$ cat src/ccl_map.svh
// register map, field positions and reset values of the comparator
// control logic; included by every file that decodes the registers
`ifndef CCL_MAP_SVH
`define CCL_MAP_SVH

// register addresses in the processor's register space
`define CCL_ADDR_CTRL 8'h9B
`define CCL_ADDR_MODE 8'h9D
`define CCL_ADDR_MUX 8'h9F

// reset values
`define CCL_RST_CTRL 8'h00
`define CCL_RST_MODE 8'h00
`define CCL_RST_MUX 8'h44

// control register fields
`define CCL_CTRL_EN 7
`define CCL_CTRL_RESULT 6
`define CCL_CTRL_RISE 5
`define CCL_CTRL_FALL 4
`define CCL_CTRL_HYP_HI 3
`define CCL_CTRL_HYP_LO 2
`define CCL_CTRL_HYN_HI 1
`define CCL_CTRL_HYN_LO 0

// mode register fields
`define CCL_MODE_FAST_IN 7
`define CCL_MODE_RISE_IE 5
`define CCL_MODE_FALL_IE 4
`define CCL_MODE_SPEED 0
`define CCL_MODE_MASK 8'hB1

// input select register fields
`define CCL_MUX_NEG_HI 6
`define CCL_MUX_NEG_LO 4
`define CCL_MUX_POS_HI 2
`define CCL_MUX_POS_LO 0
`define CCL_MUX_MASK 8'h77

`endif

$ cat src/ccl_pkg.sv
// types shared by the comparator control logic
// assumes ccl_map.svh holds the numeric constants
package ccl_pkg;

   typedef logic [7:0] ccl_byte_t;

   // which register an address selects
   typedef enum {CCL_REG_CTRL, CCL_REG_MODE, CCL_REG_MUX,
                 CCL_REG_NONE} ccl_reg_e;

endpackage

$ cat src/ccl_edge_if.sv
// carrier between the edge detector and the register block
// assumes both ends run on ref_clk
`timescale 1ns/100ps
interface ccl_edge_if;
   logic sample; // synchronised comparator result
   logic rise;   // one-cycle pulse per rising transition while enabled
   logic fall;   // one-cycle pulse per falling transition while enabled

   modport producer (output sample, output rise, output fall);
   modport consumer (input sample, input rise, input fall);
endinterface

$ cat src/ccl_comparator_ctrl.sv
// register block and control logic around the analog comparator core
// assumes a single-cycle register bus from the processor on ref_clk,
// and an analog core that takes the forwarded codes as static levels
`timescale 1ns/100ps
`include "ccl_map.svh"

// Overview of operation
// - control bit 7 powers the comparator; writing zero disables it.
// - read-only result bit 6 shows positive input above negative input.
// - enabled comparator with low result requests oscillator wake-up.
// - each rising result transition while enabled sets the rising flag.
// - each falling result transition while enabled sets the falling flag.
// - positive hysteresis code bits 3:2 go to the analog core.
// - negative hysteresis code bits 1:0 go to the analog core.
// - mode bit 5 lets rising events raise the interrupt.
// - mode bit 4 lets falling events raise the interrupt.
// - mode bit 0 picks slow low-power or fast response.
// - mode bit 7 selects high-speed analog input mode.
// - negative select codes 0-3 pick odd pins; top bit set picks none.
// - positive select codes 0-3 pick even pins; top bit set picks none.
// - comparator interrupt wakes from stop mode without the clock.
// - flags stay set until software clears them.
// - pin output of a disabled comparator is driven low.
module ccl_comparator_ctrl
   import ccl_pkg::*;
(
   input wire logic ref_clk,
   input wire logic reset_n,
   input wire logic [7:0] sfr_addr,
   input wire logic sfr_wr,
   input wire logic [7:0] sfr_wdata,
   input wire logic sfr_rd,
   output logic [7:0] sfr_rdata,
   input wire logic cmp_raw,
   output logic cmp_enable,
   output logic [1:0] pos_hyst_code,
   output logic [1:0] neg_hyst_code,
   output logic response_speed_sel,
   output logic fast_analog_input,
   output logic [2:0] neg_input_sel,
   output logic [2:0] pos_input_sel,
   output logic irq_req,
   output logic osc_wake,
   output logic stop_wake,
   output logic cmp_pin_out
);

   ccl_edge_if edge_c ();

   logic enable_q;
   logic rise_flag_q;
   logic fall_flag_q;
   logic [1:0] pos_hyst_q;
   logic [1:0] neg_hyst_q;
   logic fast_in_q;
   logic rise_ie_q;
   logic fall_ie_q;
   logic speed_q;
   logic [2:0] neg_sel_q;
   logic [2:0] pos_sel_q;
   ccl_byte_t rdata_q;
   logic irq_q;
   logic osc_wake_q;
   logic stop_wake_q;
   logic pin_out_q;
   logic wr_ctrl;
   logic wr_mode;
   logic wr_mux;
   logic wake_set;
   ccl_byte_t ctrl_view;
   ccl_byte_t mode_view;
   ccl_byte_t mux_view;
   // reset image of the input select register, sliced per field below
   localparam ccl_byte_t mux_reset = `CCL_RST_MUX;

   // map a bus address onto one of the three registers
   function automatic ccl_reg_e reg_decode(input logic [7:0] addr);
      ccl_reg_e sel;
      case (addr)
         `CCL_ADDR_CTRL: sel = CCL_REG_CTRL;
         `CCL_ADDR_MODE: sel = CCL_REG_MODE;
         `CCL_ADDR_MUX: sel = CCL_REG_MUX;
         default: sel = CCL_REG_NONE;
      endcase
      return sel;
   endfunction

   // synchronised result and edge pulses
   ccl_edge_det u_edge (
      .ref_clk(ref_clk),
      .reset_n(reset_n),
      .cmp_raw(cmp_raw),
      .enable(enable_q),
      .edge_o(edge_c.producer)
   );

   // write strobes per register
   assign wr_ctrl = sfr_wr && (reg_decode(sfr_addr) == CCL_REG_CTRL);
   assign wr_mode = sfr_wr && (reg_decode(sfr_addr) == CCL_REG_MODE);
   assign wr_mux = sfr_wr && (reg_decode(sfr_addr) == CCL_REG_MUX);

   // enable and hysteresis codes
   always_ff @(posedge ref_clk)
   begin
      if (!reset_n)
      begin
         enable_q <= 1'(`CCL_RST_CTRL >> `CCL_CTRL_EN);
         pos_hyst_q <= 2'h0;
         neg_hyst_q <= 2'h0;
      end
      else if (wr_ctrl)
      begin
         enable_q <= sfr_wdata[`CCL_CTRL_EN];
         pos_hyst_q <= sfr_wdata[`CCL_CTRL_HYP_HI:`CCL_CTRL_HYP_LO];
         neg_hyst_q <= sfr_wdata[`CCL_CTRL_HYN_HI:`CCL_CTRL_HYN_LO];
      end
   end

   // rising flag: hardware set wins over a software write of zero
   always_ff @(posedge ref_clk)
   begin
      if (!reset_n)
         rise_flag_q <= 1'b0;
      else if (edge_c.rise)
         rise_flag_q <= 1'b1;
      else if (wr_ctrl)
         rise_flag_q <= sfr_wdata[`CCL_CTRL_RISE];
   end

   // falling flag: hardware set wins over a software write of zero
   always_ff @(posedge ref_clk)
   begin
      if (!reset_n)
         fall_flag_q <= 1'b0;
      else if (edge_c.fall)
         fall_flag_q <= 1'b1;
      else if (wr_ctrl)
         fall_flag_q <= sfr_wdata[`CCL_CTRL_FALL];
   end

   // mode register
   always_ff @(posedge ref_clk)
   begin
      if (!reset_n)
      begin
         fast_in_q <= 1'b0;
         rise_ie_q <= 1'b0;
         fall_ie_q <= 1'b0;
         speed_q <= 1'b0;
      end
      else if (wr_mode)
      begin
         fast_in_q <= sfr_wdata[`CCL_MODE_FAST_IN];
         rise_ie_q <= sfr_wdata[`CCL_MODE_RISE_IE];
         fall_ie_q <= sfr_wdata[`CCL_MODE_FALL_IE];
         speed_q <= sfr_wdata[`CCL_MODE_SPEED];
      end
   end

   // input select register; codes with top bit set select no pin
   always_ff @(posedge ref_clk)
   begin
      if (!reset_n)
      begin
         neg_sel_q <= mux_reset[`CCL_MUX_NEG_HI:`CCL_MUX_NEG_LO];
         pos_sel_q <= mux_reset[`CCL_MUX_POS_HI:`CCL_MUX_POS_LO];
      end
      else if (wr_mux)
      begin
         neg_sel_q <= sfr_wdata[`CCL_MUX_NEG_HI:`CCL_MUX_NEG_LO];
         pos_sel_q <= sfr_wdata[`CCL_MUX_POS_HI:`CCL_MUX_POS_LO];
      end
   end

   // read views; unused bits read zero
   assign ctrl_view = {enable_q, edge_c.sample, rise_flag_q, fall_flag_q,
                       pos_hyst_q, neg_hyst_q};
   assign mode_view = {fast_in_q, 1'b0, rise_ie_q, fall_ie_q, 3'h0,
                       speed_q} & `CCL_MODE_MASK;
   assign mux_view = {1'b0, neg_sel_q, 1'b0, pos_sel_q} & `CCL_MUX_MASK;

   // registered read data, zero for unmapped addresses or idle bus
   always_ff @(posedge ref_clk)
   begin
      if (!reset_n)
         rdata_q <= 8'h00;
      else if (sfr_rd)
      begin
         case (reg_decode(sfr_addr))
            CCL_REG_CTRL: rdata_q <= ctrl_view;
            CCL_REG_MODE: rdata_q <= mode_view;
            CCL_REG_MUX: rdata_q <= mux_view;
            default: rdata_q <= 8'h00;
         endcase
      end
      else
         rdata_q <= 8'h00;
   end

   // interrupt request from flags gated by their enables
   always_ff @(posedge ref_clk)
   begin
      if (!reset_n)
         irq_q <= 1'b0;
      else
         irq_q <= (rise_flag_q & rise_ie_q)
                  | (fall_flag_q & fall_ie_q);
   end

   // oscillator wake while enabled and the result is low
   always_ff @(posedge ref_clk)
   begin
      if (!reset_n)
         osc_wake_q <= 1'b0;
      else
         osc_wake_q <= enable_q & ~edge_c.sample;
   end

   // pin output forced low while disabled
   always_ff @(posedge ref_clk)
   begin
      if (!reset_n)
         pin_out_q <= 1'b0;
      else
         pin_out_q <= enable_q & edge_c.sample;
   end

   // stop-mode wake: the raw result differing from the last sample in
   // an enabled direction sets the flop with no clock edge; once the
   // clock runs again the sample catches up and the request drops
   assign wake_set = enable_q & ((rise_ie_q & cmp_raw & ~edge_c.sample)
                     | (fall_ie_q & ~cmp_raw & edge_c.sample));

   always_ff @(posedge ref_clk or posedge wake_set)
   begin
      if (wake_set)
         stop_wake_q <= 1'b1;
      else if (!reset_n)
         stop_wake_q <= 1'b0;
      else
         stop_wake_q <= 1'b0;
   end

   // outputs straight from flip-flops
   assign sfr_rdata = rdata_q;
   assign cmp_enable = enable_q;
   assign pos_hyst_code = pos_hyst_q;
   assign neg_hyst_code = neg_hyst_q;
   assign response_speed_sel = speed_q;
   assign fast_analog_input = fast_in_q;
   assign neg_input_sel = neg_sel_q;
   assign pos_input_sel = pos_sel_q;
   assign irq_req = irq_q;
   assign osc_wake = osc_wake_q;
   assign stop_wake = stop_wake_q;
   assign cmp_pin_out = pin_out_q;
endmodule

$ cat src/ccl_edge_det.sv
// synchroniser and edge detector for the raw comparator output
// assumes cmp_raw is asynchronous to ref_clk
`timescale 1ns/100ps
module ccl_edge_det
   import ccl_pkg::*;
(
   input wire logic ref_clk,
   input wire logic reset_n,
   input wire logic cmp_raw,
   input wire logic enable,
   ccl_edge_if.producer edge_o
);

   logic meta_q;
   logic sync_q;
   logic last_q;

   // two-stage synchroniser, first stage read only by the second
   always_ff @(posedge ref_clk)
   begin
      if (!reset_n)
      begin
         meta_q <= 1'b0;
         sync_q <= 1'b0;
      end
      else
      begin
         meta_q <= cmp_raw;
         sync_q <= meta_q;
      end
   end

   // previous synchronised sample for comparison
   always_ff @(posedge ref_clk)
   begin
      if (!reset_n)
         last_q <= 1'b0;
      else
         last_q <= sync_q;
   end

   // edges count only while the comparator is powered
   assign edge_o.sample = sync_q;
   assign edge_o.rise = enable & sync_q & ~last_q;
   assign edge_o.fall = enable & ~sync_q & last_q;
endmodule

$ cat config.mk
export PLATFORM = sky130hd
export DESIGN_NAME = ccl_comparator_ctrl
export DESIGN_NICKNAME = d
export VERILOG_FILES = /design/src/ccl_pkg.sv /design/src/ccl_edge_if.sv /design/src/ccl_comparator_ctrl.sv /design/src/ccl_edge_det.sv
export VERILOG_INCLUDE_DIRS = /design/src
export SDC_FILE = /design/constraint.sdc
export NUM_CORES = 1
export LEC_CHECK = 0
export BUFFER_PORTS_ARGS = -buffer_cell sky130_fd_sc_hd__buf_4
export CORE_MARGIN = 2
export CORE_UTILIZATION = 30
export DETAILED_ROUTE_END_ITERATION = 10
export GPL_TIMING_DRIVEN = 0
export SETUP_SLACK_MARGIN = 0.5
export SLEW_MARGIN = 10
export SYNTH_ARGS = -nofsm -noshare
export SYNTH_HDL_FRONTEND = slang
export SYNTH_SLANG_ARGS = --single-unit
$ cat constraint.sdc
create_clock -name ref_clk -period 0.8 [get_ports ref_clk]
set_input_delay 0.12 -clock ref_clk [delete_from_list [all_inputs] [get_ports ref_clk]]
set_output_delay 0.12 -clock ref_clk [all_outputs]
set_load 0.01 [all_outputs]
==> metrics.md <==
| Metric | Value |
|---|---|
| Sw Ratio | `21.6%` |
| Critical-path top delay cell | `dfstp_2` |
| Hold Crit Depth | `2` |
| Outcome | `complete, but fails checks` |
| First-pass GRT wire length | `6090 µm` |
| Die height | `70.2 µm` |
| CP peak stage delay | `0.53 ns` |
| Yosys reg bits | `32` |
| Min-Delay Path Class | `in -> reg` |
| FF-to-FF Start | `cmp_enable$_SDFFE_PN0P_` |
| Crit path arrival time | `0.91 ns` |
| Reg-to-reg slack, setup | `-0.10 ns` |
| CP delay by family, top | `flip-flops` |
| CTS Buf Count | `5` |
| Via count | `1187` |
| CP Data Required Time | `0.68 ns` |
| Largest net degree at the start of global routing | `11` |
| FILL cells | `368` |
| WHS | `0.0629 ns` |
| Cell variety after synth | `27` |
| Final nets | `221` |
| Setup violators final | `47` |
| Synth top area share | `47.1%` |
| Sequential Power Share | `46.6%` |
| Reg2Reg Depth | `3` |
| H-tree level count | `2` |
| Peak supply drop | `0.950 mV` |
| WL final | `3830 µm` |
| Top-count cell post-synth | `dfxtp_1` |
| CTS sink cnt | `32` |
| N_diodes | `0` |
| PwrDens | `1460 nW/µm²` |
| GR Overflow Total | `0` |
| Async S/R FF share, synth | `3.13%` |
| Synth cell count leaders | `dfxtp_1 (31), nand2_1 (24), mux2i_1 (20)` |
| Post-DP HPWL | `2460 µm` |
| Min Tclk post-route | `1.03 ns` |
| Worst Skew | `0.00916 ns` |
| Gate power share | `9.1%` |
| HP Start | `cmp_raw` |
| Crit path capture type | `primary output` |
| Synth Area per Inst | `10.3 µm²` |
| Fin crit share | `128%` |
| Core box area | `4290 µm²` |
| Worst flop-to-flop path endpoint | `rise_flag_q$_SDFFE_PN0P_` |
| # port buffers | `44` |
| Instance count on the critical path | `1` |
| CTS root buffer | `clkbuf_8` |
| Final Power | `0.00345 W` |
| Clock power frac | `44.4%` |
| Routability congestion estimate | `0.773` |
| I/O pin cnt | `46` |
| Synth Net Count | `149` |
| Chip width | `70.2 µm` |
| Register area share after synthesis | `49.1%` |
| Number of flops mapped to enable cells by yosys | `0` |
| Total GRT Usage | `16.3%` |
| Final hold violations | `0` |
| Dominant cell type by area after synthesis | `dfxtp_1` |
| Layout cells sized above 1 | `66.2%` |
| WL per Instance | `15.1 µm` |
| Fin area | `2360 µm²` |
| Syn Inst Count | `128` |
| TritonCTS clock tree | `yes` |
| Highest clock rate | `0.974 GHz` |
| Max-cap violations | `0` |
| Fin util | `55.0%` |
| Worst-skew pair later-pin latency | `0.29 ns` |
| Num rows | `24` |
| Synthesis-to-finish area growth | `79.4%` |
| # DRC | `0` |
| CP bufs+invs | `1` |
| Crit Path Category | `reg -> out` |
| Die area | `4930 µm²` |
| Failing checks | `setup timing` |
| Hold Path Sink | `u_edge.meta_q$_SDFF_PN0_` |
| RSZ-0062 raised after global routing | `true` |
| Worst-path cell chain | `buf_6` |
| Clock Path Buffers | `2` |
| Worst-path clk slew | `0.06 ns` |
| Yosys warning total | `0` |
| Vias in the first global route | `1243` |
| Initial antenna violation count | `0` |
| Final ANT Viol Nets | `0` |
| Vias/cell | `4.69` |
| Net switching power | `0.000746 W` |
| Cell Int Power | `0.00270 W` |
| Crit-path max FO | `1` |
| Primary FF master, synth | `dfxtp_1` |
| Post-DP Area | `1780 µm²` |
| Leak | `0.984 nW` |
| Initial Util | `30.7%` |
| Drt pass-1 iters | `4` |
| Drt initial violations | `39` |
| Slew Viols, Final | `0` |
| Type of origin of the critical path | `flop` |
| Final worst slack | `-0.227 ns` |
| Synth top area cells | `dfxtp_1 (47%), mux2i_1 (15%), nand2_1 (6.8%)` |
| Mapped Area | `1320 µm²` |
## power by group through the flow
stage,registers (W),clock network (W),logic (W)
detailed placement,0.00165,0,0.000241
CTS,0.00160,0.00157,0.000294
global placement,0.00165,0,0.000234
global route,0.00161,0.00165,0.000334
finish,0.00161,0.00153,0.000312
floorplan,0.00165,0,0.000115
## worst max-delay path by stage
stage,from,endpoint,slack (ns)
3_5_place_dp,sfr_addr[6],neg_hyst_code[0]$_SDFFE_PN0P_,-0.48
4_1_cts,stop_wake$_DFF_PP1_,stop_wake,-0.25
5_1_grt,stop_wake$_DFF_PP1_,stop_wake,-0.27
2_1_floorplan,sfr_addr[6],cmp_enable$_SDFFE_PN0P_,-0.25
6_report,stop_wake$_DFF_PP1_,stop_wake,-0.23
3_3_place_gp,sfr_addr[1],response_speed_sel$_SDFFE_PN0P_,-0.46
## area by class of cell
| cell class | count | area [µm²] | area share [%] |
|---|---|---|---|
| Tap cell | 52 | 65.1 | 2.76 |
| Clock buffer | 6 | 72.6 | 3.07 |
| Clock inverter | 2 | 35.0 | 1.48 |
| Buffer | 6 | 90.1 | 3.82 |
| Multi-Input combinational cell | 90 | 742 | 31.4 |
| Timing Repair Buffer | 65 | 667 | 28.2 |
| Sequential cell | 32 | 689 | 29.2 |
## what timing repair did
action	4_1_cts	5_1_grt
endpoints found under the setup margin	57	57
pin swaps	11	9
hold buffers	1	0
buffers inserted	15	4
endpoints found under the hold margin	1	0
gates cloned	1	0
resized for setup	59	19
## flip-flops by register name, indices dropped and copies added, names as in the netlist
| name | count |
|---|---|
| fall_flag_q | 1 |
| pos_hyst_code | 2 |
| pos_input_sel | 3 |
| neg_input_sel | 3 |
| rise_ie_q | 1 |
| response_speed_sel | 1 |
| rise_flag_q | 1 |
| osc_wake | 1 |
| u_edge.meta_q | 1 |
| fall_ie_q | 1 |
| cmp_pin_out | 1 |
| stop_wake | 1 |
| irq_req | 1 |
| u_edge.last_q | 1 |
| sfr_rdata | 8 |
| u_edge.edge_o.sample | 1 |
| cmp_enable | 1 |
| neg_hyst_code | 2 |
| fast_analog_input | 1 |
## cells in the final DEF (no fill, tap or decap), drive strengths merged
| cell type | n |
|---|---|
| and3 | 2 |
| and3b | 2 |
| dfstp | 1 |
| nor2b | 6 |
| nand4bb | 1 |
| nand2 | 24 |
| and2 | 4 |
| nor3 | 1 |
| and4bb | 2 |
| buf | 66 |
| dfxtp | 31 |
| dlymetal6s4s | 1 |
| nor3b | 1 |
| conb | 1 |
| nand4 | 1 |
| clkinv | 1 |
| a21oi | 1 |
| a22oi | 4 |
| nor2 | 7 |
| clkbuf | 10 |
| bufinv | 1 |
| mux2i | 20 |
| nand3b | 2 |
| nor4b | 1 |
| o21ai | 5 |
| nand3 | 2 |
| mux2 | 3 |
## through the flow
step | setup TNS, ns | instances | setup slack (ns)
floorplan | -3.73 | 128 | -0.251
global placement | -8.61 | 224 | -0.465
detailed placement | -8.99 | 224 | -0.480
CTS | -3.52 | 249 | -0.246
global route | -5.32 | 253 | -0.265
finish | -3.76 | 253 | -0.227
## metal layers
| layer | track usage, % | part of all wire (%) | vias up |
|---|---|---|---|
| met4 | 8.33 | 1.6 | 0 |
| met1 | 18.9 | 44 | 560 |
| met5 | 0 | 0 | - |
| met3 | 4.62 | 5.4 | 6 |
| met2 | 27.1 | 49 | 37 |
| li1 | - | - | 584 |
## cell families (layout without fill, tap and decap cells)
kind of cell / Yosys count / count (layout) / share of synthesized area (%)
AO/OA/AOI/OAI: 10 / 10 / 4.56
buffers and inverters: 6 / 79 / 2.38
flip-flops: 32 / 32 / 49.1
multiplexers: 23 / 23 / 17.8
other: 1 / 1 / 0.285
AND/OR/NAND/NOR: 56 / 56 / 25.9
Power figures use the tool's default switching activity.
